===== src/pkg/cansbt_consts.svh =====
`ifndef CANSBT_CONSTS_SVH
`define CANSBT_CONSTS_SVH

// ****************************************************
// register offsets (byte addresses)
// ****************************************************
`define CANSBT_ADDR_W 8
`define CANSBT_OFF_STATUS 8'h00
`define CANSBT_OFF_TIMING 8'h04
`define CANSBT_OFF_MODE 8'h08
`define CANSBT_OFF_MASK 8'h0c
`define CANSBT_OFF_TIMER 8'h10

// ****************************************************
// status field positions
// ****************************************************
`define CANSBT_SR_MB_LSB 0
`define CANSBT_SR_MB_MSB 7
`define CANSBT_SR_ERRACT 16
`define CANSBT_SR_WARN 17
`define CANSBT_SR_ERRPAS 18
`define CANSBT_SR_BUSOFF 19
`define CANSBT_SR_SLEEP 20
`define CANSBT_SR_WAKE 21
`define CANSBT_SR_TROLL 22
`define CANSBT_SR_FMARK 23
`define CANSBT_SR_CRC 24
`define CANSBT_SR_STUFF 25
`define CANSBT_SR_ACK 26
`define CANSBT_SR_FORM 27
`define CANSBT_SR_BIT 28
`define CANSBT_SR_RXACT 29
`define CANSBT_SR_TXACT 30
`define CANSBT_SR_OVLACT 31
// read-clear flags: rollover, frame mark and the five faults
`define CANSBT_SR_RC_MASK 32'h1fc00000
// implemented status bits; 8..15 read as zero
`define CANSBT_SR_IMPL_MASK 32'hffff00ff

// ****************************************************
// bit-timing, mode and mask layouts
// ****************************************************
`define CANSBT_BT_WR_MASK 32'h017f3777
`define CANSBT_BT_RESET 32'h00000000
`define CANSBT_MODE_ENABLE 0
`define CANSBT_MODE_LOWPWR 1
`define CANSBT_MODE_CAPEOF 2
`define CANSBT_MODE_WR_MASK 32'h00000007
`define CANSBT_MASK_WR_MASK 32'h1fff00ff

// ****************************************************
// error-count thresholds and timer maximum
// ****************************************************
`define CANSBT_WARN_LIMIT 9'd96
`define CANSBT_PASSIVE_LIMIT 9'd128
`define CANSBT_BUSOFF_LIMIT 9'd256
`define CANSBT_TIMER_MAX 16'hffff

`endif


===== src/pkg/cansbt_pkg.sv =====
package cansbt_pkg;

  // bit-timing configuration, laid out as the register
  typedef struct packed {
    logic [6:0] rsv_hi;
    logic triple_sampling;
    logic rsv_23;
    logic [6:0] prescale_value;
    logic [1:0] rsv_15;
    logic [1:0] resync_jump_width;
    logic rsv_11;
    logic [2:0] network_delay_segment;
    logic rsv_7;
    logic [2:0] first_phase_segment;
    logic rsv_3;
    logic [2:0] second_phase_segment;
  } cansbt_timing_t;

  // protocol events and activity levels from the bit engine
  typedef struct packed {
    logic crc_fault;
    logic stuff_fault;
    logic ack_fault;
    logic form_fault;
    logic bit_fault;
    logic start_of_frame;
    logic end_of_frame;
    logic wake_event;
    logic timer_tick;
    logic rx_active;
    logic tx_active;
    logic overload_active;
  } cansbt_events_t;

  // error counters from the confinement logic
  typedef struct packed {
    logic [8:0] tx_error_count;
    logic [7:0] rx_error_count;
  } cansbt_counts_t;

  // controller mode as seen by the core
  typedef struct packed {
    logic enabled;
    logic low_power;
    logic triple_sampling;
  } cansbt_mode_t;

endpackage


===== src/hw/cansbt_regs.sv =====
`timescale 1ns/1ps
// Summary of operation
// - Status low byte holds one event bit per mailbox, ready or abort.
// - Error-active bit 16 high unless passive or bus off; self-clearing.
// - Warning bit set while either error count exceeds 96.
// - Error-passive bit set while either count is at least 128.
// - Bus-off bit set while transmit count is 256 or more.
// - Low-power bit 20 set while in low-power mode, cleared on exit.
// - Wake event resumes traffic, sets bit 21; low-power entry clears it.
// - Timer rollover from maximum to zero sets flag; status read clears.
// - Frame-mark bit 23 set on start of frame, or on end of frame with capture-at-frame-end; read clears.
// - CRC-fault bit 24 set on CRC mismatch; read clears.
// - Stuff-fault bit 25 set on six equal bits; read clears.
// - Ack-fault bit 26 set when ack slot stays recessive; read clears.
// - Form-fault bit 27 set on fixed-form field violation; read clears.
// - Bit-fault bit 28 set when monitored level differs; read clears.
// - Receive-active bit 29 follows receiver busy with any frame.
// - Transmit-active bit 30 follows transmitter busy with any frame.
// - Overload-active bit 31 high only while sending an overload frame.
// - Interrupt asserted while any set flag has its mask bit set.
`include "cansbt_consts.svh"

module cansbt_regs (
  input wire logic pclk,
  input wire logic presetn,
  input wire logic psel,
  input wire logic penable,
  input wire logic pwrite,
  input wire logic [`CANSBT_ADDR_W-1:0] paddr,
  input wire logic [31:0] pwdata,
  output logic [31:0] prdata,
  output logic pready,
  output logic pslverr,
  input wire logic [7:0] mailbox_ready_flag,
  input wire logic [7:0] mailbox_abort_flag,
  input wire cansbt_pkg::cansbt_counts_t counts_i,
  input wire cansbt_pkg::cansbt_events_t events_i,
  output cansbt_pkg::cansbt_timing_t timing_o,
  output cansbt_pkg::cansbt_mode_t mode_o,
  output logic [15:0] timer_o,
  output logic irq
);
  import cansbt_pkg::*;

  // ****************************************************
  // decode helpers
  // ****************************************************

  // true for every mapped register offset
  function automatic logic addr_mapped(input logic [`CANSBT_ADDR_W-1:0] a);
    addr_mapped = (a == `CANSBT_OFF_STATUS) || (a == `CANSBT_OFF_TIMING) ||
                  (a == `CANSBT_OFF_MODE) || (a == `CANSBT_OFF_MASK) ||
                  (a == `CANSBT_OFF_TIMER);
  endfunction

  // true when the address equals one offset
  function automatic logic hit(input logic [`CANSBT_ADDR_W-1:0] a,
                               input logic [`CANSBT_ADDR_W-1:0] off);
    hit = (a == off);
  endfunction

  // ****************************************************
  // bus handshake
  // ****************************************************
  logic [31:0] prdata_q;
  logic pready_q;
  logic pslverr_q;
  logic access;
  logic done;
  logic wr_done;
  logic rd_done;

  assign access = psel & penable;
  assign done = access & pready_q;
  assign wr_done = done & pwrite & ~pslverr_q;
  assign rd_done = done & ~pwrite & ~pslverr_q;

  // every access takes one wait state, then completes
  always_ff @(posedge pclk or negedge presetn) begin
    if (!presetn) begin
      pready_q <= 1'b0;
      pslverr_q <= 1'b0;
    end else if (access && !pready_q) begin
      pready_q <= 1'b1;
      pslverr_q <= ~addr_mapped(paddr);
    end else begin
      pready_q <= 1'b0;
      pslverr_q <= 1'b0;
    end
  end

  // ****************************************************
  // software registers
  // ****************************************************
  logic [31:0] timing_q;
  logic [31:0] mode_q;
  logic [31:0] mask_q;

  // bit-timing config; unused bits held at zero
  always_ff @(posedge pclk or negedge presetn) begin
    if (!presetn) begin
      timing_q <= `CANSBT_BT_RESET;
    end else if (wr_done && hit(paddr, `CANSBT_OFF_TIMING)) begin
      timing_q <= pwdata & `CANSBT_BT_WR_MASK;
    end
  end

  // mode: enable, low-power request, capture at frame end
  always_ff @(posedge pclk or negedge presetn) begin
    if (!presetn) begin
      mode_q <= 32'h00000000;
    end else if (wr_done && hit(paddr, `CANSBT_OFF_MODE)) begin
      mode_q <= pwdata & `CANSBT_MODE_WR_MASK;
    end
  end

  // interrupt mask
  always_ff @(posedge pclk or negedge presetn) begin
    if (!presetn) begin
      mask_q <= 32'h00000000;
    end else if (wr_done && hit(paddr, `CANSBT_OFF_MASK)) begin
      mask_q <= pwdata & `CANSBT_MASK_WR_MASK;
    end
  end

  // ****************************************************
  // low-power and wake-up
  // ****************************************************
  logic sleep_q;
  logic wake_q;
  logic lp_req_q;
  logic lp_req;

  assign lp_req = mode_q[`CANSBT_MODE_LOWPWR];

  // edge of the low-power request enters low power
  always_ff @(posedge pclk or negedge presetn) begin
    if (!presetn) begin
      lp_req_q <= 1'b0;
    end else begin
      lp_req_q <= lp_req;
    end
  end

  // sleep follows the mode; a wake event leaves it
  always_ff @(posedge pclk or negedge presetn) begin
    if (!presetn) begin
      sleep_q <= 1'b0;
    end else if (!lp_req) begin
      sleep_q <= 1'b0;
    end else if (events_i.wake_event && sleep_q) begin
      sleep_q <= 1'b0;
    end else if (!lp_req_q) begin
      sleep_q <= 1'b1;
    end
  end

  // bus-resumed flag: set by wake, cleared on low-power entry
  always_ff @(posedge pclk or negedge presetn) begin
    if (!presetn) begin
      wake_q <= 1'b0;
    end else if (events_i.wake_event && sleep_q) begin
      wake_q <= 1'b1;
    end else if (lp_req && !lp_req_q) begin
      wake_q <= 1'b0;
    end
  end

  // ****************************************************
  // internal timer
  // ****************************************************
  logic [15:0] timer_q;
  logic roll;

  assign roll = events_i.timer_tick && (timer_q == `CANSBT_TIMER_MAX);

  // free-running 16-bit count on the bit-time tick
  always_ff @(posedge pclk or negedge presetn) begin
    if (!presetn) begin
      timer_q <= 16'h0000;
    end else if (!mode_q[`CANSBT_MODE_ENABLE]) begin
      timer_q <= 16'h0000;
    end else if (events_i.timer_tick) begin
      timer_q <= timer_q + 16'h0001;
    end
  end

  // ****************************************************
  // status flags
  // ****************************************************
  logic [31:0] sticky_q;
  logic [31:0] set_ev;
  logic [31:0] clr_ev;
  logic [31:0] live_q;
  logic [31:0] status;
  logic frame_ev;

  // frame mark source picked by capture-at-frame-end
  assign frame_ev = mode_q[`CANSBT_MODE_CAPEOF] ? events_i.end_of_frame :
                    events_i.start_of_frame;

  // one-cycle set requests for read-clear flags
  always_comb begin
    set_ev = 32'h00000000;
    set_ev[`CANSBT_SR_TROLL] = roll;
    set_ev[`CANSBT_SR_FMARK] = frame_ev;
    set_ev[`CANSBT_SR_CRC] = events_i.crc_fault;
    set_ev[`CANSBT_SR_STUFF] = events_i.stuff_fault;
    set_ev[`CANSBT_SR_ACK] = events_i.ack_fault;
    set_ev[`CANSBT_SR_FORM] = events_i.form_fault;
    set_ev[`CANSBT_SR_BIT] = events_i.bit_fault;
  end

  // clear only what the read actually returned
  assign clr_ev = rd_done && hit(paddr, `CANSBT_OFF_STATUS) ?
                  (prdata_q & `CANSBT_SR_RC_MASK) : 32'h00000000;

  // read-clear flags, set wins over clear
  always_ff @(posedge pclk or negedge presetn) begin
    if (!presetn) begin
      sticky_q <= 32'h00000000;
    end else begin
      sticky_q <= ((sticky_q & ~clr_ev) | set_ev) & `CANSBT_SR_RC_MASK;
    end
  end

  // level flags follow their sources
  always_ff @(posedge pclk or negedge presetn) begin
    if (!presetn) begin
      live_q <= 32'h00000000;
    end else begin
      live_q <= 32'h00000000;
      for (int i = 0; i < 8; i++) begin
        live_q[`CANSBT_SR_MB_LSB + i] <= mailbox_ready_flag[i] |
                                         mailbox_abort_flag[i];
      end
      live_q[`CANSBT_SR_WARN] <=
        (counts_i.tx_error_count > `CANSBT_WARN_LIMIT) ||
        ({1'b0, counts_i.rx_error_count} > `CANSBT_WARN_LIMIT);
      live_q[`CANSBT_SR_ERRPAS] <=
        (counts_i.tx_error_count >= `CANSBT_PASSIVE_LIMIT) ||
        ({1'b0, counts_i.rx_error_count} >= `CANSBT_PASSIVE_LIMIT);
      live_q[`CANSBT_SR_BUSOFF] <=
        (counts_i.tx_error_count >= `CANSBT_BUSOFF_LIMIT);
      live_q[`CANSBT_SR_ERRACT] <=
        !((counts_i.tx_error_count >= `CANSBT_PASSIVE_LIMIT) ||
          ({1'b0, counts_i.rx_error_count} >= `CANSBT_PASSIVE_LIMIT));
      live_q[`CANSBT_SR_RXACT] <= events_i.rx_active;
      live_q[`CANSBT_SR_TXACT] <= events_i.tx_active;
      live_q[`CANSBT_SR_OVLACT] <= events_i.overload_active &&
                                   events_i.tx_active;
    end
  end

  // assembled status word; bits 8..15 stay zero
  always_comb begin
    status = (live_q | sticky_q) & `CANSBT_SR_IMPL_MASK;
    status[`CANSBT_SR_SLEEP] = sleep_q;
    status[`CANSBT_SR_WAKE] = wake_q;
  end

  // ****************************************************
  // read data capture
  // ****************************************************

  // sample the addressed register in the wait state
  always_ff @(posedge pclk or negedge presetn) begin
    if (!presetn) begin
      prdata_q <= 32'h00000000;
    end else if (access && !pready_q && !pwrite) begin
      unique case (paddr)
        `CANSBT_OFF_STATUS: prdata_q <= status;
        `CANSBT_OFF_TIMING: prdata_q <= timing_q;
        `CANSBT_OFF_MODE: prdata_q <= mode_q;
        `CANSBT_OFF_MASK: prdata_q <= mask_q;
        `CANSBT_OFF_TIMER: prdata_q <= {16'h0000, timer_q};
        default: prdata_q <= 32'h00000000;
      endcase
    end
  end

  // ****************************************************
  // core-facing outputs
  // ****************************************************
  cansbt_timing_t timing_out_q;
  cansbt_mode_t mode_out_q;
  logic irq_q;
  logic [15:0] timer_out_q;

  // timing out; triple sampling off when prescale is zero
  always_ff @(posedge pclk or negedge presetn) begin
    if (!presetn) begin
      timing_out_q <= cansbt_timing_t'(`CANSBT_BT_RESET);
    end else begin
      timing_out_q <= cansbt_timing_t'(timing_q);
      timing_out_q.triple_sampling <= timing_q[24] && (timing_q[22:16] != 7'h00);
    end
  end

  // traffic allowed while enabled and awake
  always_ff @(posedge pclk or negedge presetn) begin
    if (!presetn) begin
      mode_out_q <= '0;
    end else begin
      mode_out_q.enabled <= mode_q[`CANSBT_MODE_ENABLE] && !sleep_q;
      mode_out_q.low_power <= sleep_q;
      mode_out_q.triple_sampling <= timing_q[24] && (timing_q[22:16] != 7'h00);
    end
  end

  // interrupt while any flag meets its mask bit
  always_ff @(posedge pclk or negedge presetn) begin
    if (!presetn) begin
      irq_q <= 1'b0;
    end else begin
      irq_q <= |(status & mask_q);
    end
  end

  // timer value for the timestamp capture logic
  always_ff @(posedge pclk or negedge presetn) begin
    if (!presetn) begin
      timer_out_q <= 16'h0000;
    end else begin
      timer_out_q <= timer_q;
    end
  end

  assign prdata = prdata_q;
  assign pready = pready_q;
  assign pslverr = pslverr_q;
  assign timing_o = timing_out_q;
  assign mode_o = mode_out_q;
  assign timer_o = timer_out_q;
  assign irq = irq_q;

endmodule


===== config.mk =====
export PLATFORM = sky130hd
export DESIGN_NAME = cansbt_regs
export DESIGN_NICKNAME = d
export VERILOG_FILES = /design/src/pkg/cansbt_pkg.sv /design/src/hw/cansbt_regs.sv
export VERILOG_INCLUDE_DIRS = /design/src /design/src/pkg
export SDC_FILE = /design/constraint.sdc
export NUM_CORES = 1
export LEC_CHECK = 0
export BUFFER_PORTS_ARGS = -buffer_cell sky130_fd_sc_hd__buf_2
export CORE_ASPECT_RATIO = 1.1
export CORE_MARGIN = 2
export CORE_UTILIZATION = 50
export CTS_CLUSTER_DIAMETER = 40
export DETAILED_ROUTE_END_ITERATION = 10
export GPL_TIMING_DRIVEN = 0
export MAX_ROUTING_LAYER = met4
export PLACE_DENSITY = 0.88
export SYNTH_ARGS = -nofsm -noshare
export SYNTH_HDL_FRONTEND = slang
export SYNTH_SLANG_ARGS = --single-unit

===== constraint.sdc =====
create_clock -name pclk -period 2.5 [get_ports pclk]
set_input_delay 0.125 -clock pclk [delete_from_list [all_inputs] [get_ports pclk]]
set_output_delay 0.125 -clock pclk [all_outputs]
set_load 0.01 [all_outputs]

## After elaboration in Yosys (flattened, before gate mapping)

Cells that the tools add are included.
W data, S select, Z words.

| storage, ports and cells | value |
|---|---|
| flip-flop bits (word level) | 156 |

| cells by class | value |
|---|---|
| $add $sub $neg | 1 |
| $lt $le $gt $ge | 5 |
| equality and inequality tests | 7 |
| multiplexer cells | 12 |
| bitwise gates (word level) | 22 |
| reduce and logical (&&, ||, !) cells | 27 |

Operators with widths:

| cell | number |
|---|---|
| $pmux W32 S5 | 1 |
| $and A32 B29 Y32 | 1 |
| $mux W16 | 2 |
| $or A32 B29 Y32 | 1 |
| $reduce_or A32 Y1 | 1 |
| $and A29 B29 Y29 | 1 |
| $mux W29 | 1 |
| $not A29 Y29 | 1 |
| $or A29 B29 Y29 | 1 |
| $add A16 B1 Y16 const B | 1 |
| $eq A16 B16 Y1 const B | 1 |
| $eq A8 B4 Y1 const B | 2 |
| $logic_and A1 B1 Y1 | 12 |
| $ge A9 B8 Y1 const B | 1 |
| $ge A9 B9 Y1 const B | 1 |
| $gt A9 B7 Y1 const B | 1 |
| $eq A8 B3 Y1 const B | 1 |
| $eq A8 B5 Y1 const B | 1 |
| $ge A8 B8 Y1 const B | 1 |
| $gt A8 B7 Y1 const B | 1 |
| $logic_not A8 Y1 | 1 |
| $mux W1 | 8 |
| $or A1 B1 Y1 | 8 |
| $reduce_bool A7 Y1 | 1 |
| 7 further kinds | 23 |

## Depth between registers and ports, before layout

| depth | value |
|---|---|
| word-level depth | 9 |
| mapped depth | 7 |
| mapped depth without buffers | 5 |

## Worst setup path before layout

Ideal clock, no wire load.

| timing path | value |
|---|---|
| path kind | input port to flip-flop |
| from | input port paddr[7] |
| to | register mode_q[0] |
| arrival time | 1.891 ns |
| setup slack | 0.484 ns |
| cell stages on the path | 6 |
| cells stage by stage | or4_1 -> buf_2 -> or3_1 -> buf_6 -> nor4b_4 -> mux2_2 |

| between the ends | value |
|---|---|
| word-level cells in the longest chain between the ends | 2 |

Ends and longest elaborated chain:

| item | line | text |
|---|---|---|
| start: declaration | cansbt_regs.sv:29 | `` input wire logic [`CANSBT_ADDR_W-1:0] paddr, `` |
| $eq A8 B4 Y1 | cansbt_regs.sv:59 | `hit = (a == off);` |
| $logic_and A1 B1 Y1 | cansbt_regs.sv:112 | `` end else if (wr_done && hit(paddr, `CANSBT_OFF_MODE)) begin `` |
| end signal: assignment | cansbt_regs.sv:113 | `` mode_q <= pwdata & `CANSBT_MODE_WR_MASK; `` |
| end: declaration | cansbt_regs.sv:96 | `logic [31:0] mode_q;` |

Every way passes these cells.
A chain may end at the register's enable or synchronous reset.

## Worst setup path after layout

| timing path | value |
|---|---|
| from | register pready_q, in the netlist pready |
| to | register mask_q[27] |

| between the ends | value |
|---|---|
| word-level cells in the longest chain between the ends | 4 |

Ends and longest elaborated chain:

| item | line | text |
|---|---|---|
| start: declaration | cansbt_regs.sv:66 | `logic pready_q;` |
| start signal: assignment | cansbt_regs.sv:81 | `pready_q <= 1'b0;` |
| start signal: assignment | cansbt_regs.sv:84 | `pready_q <= 1'b1;` |
| start signal: assignment | cansbt_regs.sv:87 | `pready_q <= 1'b0;` |
| $and A1 B1 Y1 | cansbt_regs.sv:74 | `assign done = access & pready_q;` |
| $and A1 B1 Y1 (2 in series) | cansbt_regs.sv:75 | `assign wr_done = done & pwrite & ~pslverr_q;` |
| $logic_and A1 B1 Y1 | cansbt_regs.sv:121 | `` end else if (wr_done && hit(paddr, `CANSBT_OFF_MASK)) begin `` |
| end signal: assignment | cansbt_regs.sv:122 | `` mask_q <= pwdata & `CANSBT_MASK_WR_MASK; `` |
| end: declaration | cansbt_regs.sv:97 | `logic [31:0] mask_q;` |

Every way passes these cells.

==> results.ini <==
[outcome]
status=completed

[detailed_routing]
first_pass_iters=5
drtIter0Drc=475
vias=5221
wl_per_cell_um=18.9
routed_via_density=5.63
route.detailed.drc=0
routed_wirelength_um=17500
ant_nets=0

[pwr]
leakage_nw=4.27
power.total_w=0.00572
ir_drop_mv=0.493
p_per_area_mw_per_mm2=662

[setup_path]
worstSetupPathType=reg -> reg
startpoint_type=flip-flop
worstPathRequired_ns=2.81
worstSetupEndpointType=flip-flop
crit_arrival_ns=2.63
cp_max_fo=10

[timing]
clock_skew_ns=0.00742
hold_viol_final=0
drv_slew=0
setup_viol=0
holdWs_ns=0.0613
worstMarginPinSlew_ns=1.30
timing.final.crit_period_ns=2.32
rsz0062_at_grt=false
fmax_mhz=432
fin_crit_sh_pct=92.7
relSlewSlack_pct=12.3

[synth]
synth.cell_area_mm2=0.00638
yosysMostFrequentCell=dfrtp_1
syn_inst=513
yosysSeqAreaShare_pct=61.2
ys_types=48
synth_top_area_share_pct=61.2
synth_common_cells=dfrtp_1, nor2_1, nand2_1, mux2_2, a21oi_1
yosys_warnings=0
synth.avg_cell_area_um2=12.4
synth_seq_cells=156
synthArstFlopShare_pct=100
synth_edf_count=0
synth_top_flop_cell=dfrtp_1
yosysTopAreaCell=dfrtp_1
synthTopCellsByArea=dfrtp_1, mux2_2, nor2_1, mux2_4, mux2i_1

[cells_and_area]
antennaDiodeCount=0
final_area_mm2=0.00864
drive_above_1_share_pct=34.2
area_growth_pct=35.4
layout.nets=849

[clock_network]
post_cts_buffers=0
cts-resized-gates=0
root_buffer=clkbuf_16
clock_path_buffers=2
numCtsBuffers=17
cts_tree=built
htree_levels=4
clk_latency_ns=0.43
path_clk_slew_ns=0.06
numClockSinks=156

[flow_run]
cap_viol_max_count=0

[grt]
grt_pass1_vias=5432
overflow=0
grt_pass1_wl_um=27700
grt_use_total_pct=27.4
grt_max_degree=90
antenna_found_initial=0

[die]
core_area_mm2=0.0125
dieArea_mm2=0.0137
dieWidth_um=112
rows=43
pin_count=176
start_util_pct=50.9
die_h_um=122

[place]
place_area_mm2=0.00741
globalplace.congestion=0.909
io_buffers=152
hpwl_um=11800

[hold_path]
min-delay-path-class=in -> reg

timing repair:
action	CTS	global route
hold endpoints to repair	156	0
hold buffers	61	0
setup endpoints to repair	0	0
layout by cell type (no fill, tap or decap), types with 4 or more instances in the layout:
cell,instances
clkinvlp_4,4
dlygate4sd3_1,61
xor2_1,6
a22oi_1,9
conb_1,13
mux2_4,10
buf_2,155
a21o_1,6
o31ai_1,13
and2_1,6
a22o_1,4
inv_1,6
nand3_1,10
or2_2,10
dfrtp_1,156
mux2_2,33
mux2i_1,14
nor2_1,52
or4_1,9
clkbuf_16,17
nor4_1,7
o21ai_0,8
clkbuf_1,18
buf_4,14
nand4_1,7
or3_1,5
a21oi_1,18
nor3_1,7
a221oi_1,13
nand2_1,36
layout make-up:
class / instances / area (um2)
fillers: 874 / 3900
well taps: 157 / 196
clock inverters: 10 / 139
repair buffers: 214 / 1410
plain buffers: 38 / 215
inverters: 6 / 22.5
flip-flops and latches: 156 / 3900
multi-input cells: 325 / 2280
clock buffers: 22 / 474
through the flow:
stage	util, %	setup TNS [ns]	instances	setup WS [ns]
after global placement	58.9	-116.08	834	-0.753
after global routing	68.9	0	928	0.117
final	68.9	0	928	0.183
after CTS	68.9	0	928	0.243
after detailed placement	59.1	-0.0186	835	-0.0186
after floorplan	-	0	525	0.484
sequential cells by signal (all words and copies together), names as in the netlist, 3 cells and up:
register	cells
prdata	32
timer_o	16
mask_q	21
sticky_q	7
timing_o	18
timing_q	19
mode_o	3
live_q	15
timer_q	16
mode_q	3
worst max-delay path: stages (launching register included):
cell	delay, ns
dfrtp_1	0.44
and4b_1	0.34
nand2_1	0.15
nor2_1	0.25
buf_1	0.60
mux2_2	0.41
final timing paths:
check / start / end / slack (ns) / cells past startpoint
hold reg to reg: timing_q[4]$_DFFE_PN0P_ / timing_o[4]$_DFF_PN0_ / 0.39 / 0
setup reg to reg: pready$_DFF_PN0_ / mask_q[27]$_DFFE_PN0P_ / 0.18 / 5
max in group asynchronous: presetn / irq$_DFF_PN0_ / 1.39 / 3
hold / removal: events_i[6] / sticky_q[23]$_DFF_PN0_ / 0.06 / 3
setup / recovery: pready$_DFF_PN0_ / mask_q[27]$_DFFE_PN0P_ / 0.18 / 5
min in group asynchronous: presetn / timing_o[1]$_DFF_PN0_ / 0.33 / 2
cells by family after synthesis:
family / count (synthesis) / synth area share (%)
compound gates: 78 / 8.58
xor+xnor: 8 / 1.10
flops: 156 / 61.2
buf+inv: 44 / 3.73
other cells: 1 / 0.0588
mux: 60 / 11.4
simple gates: 165 / 13.7
fa+ha+maj: 1 / 0.196
layer usage:
metal / GRT usage (%) / wire, um
met5: - / 0
met2: 46.0 / 8850
met3: 5.78 / 1270
met4: 16.1 / 864
met1: 30.5 / 6520
power breakdown:
group          switching, W  leakage (nW)  internal, W  total [W]
Clock              0.000998         0.288      0.00165    0.00264
Sequential        0.0000423          2.07      0.00258    0.00263
Combinational      0.000235          1.91     0.000214   0.000449
Total               0.00128          4.27      0.00444    0.00572
Note: power is estimated with default switching activity, not from simulation.
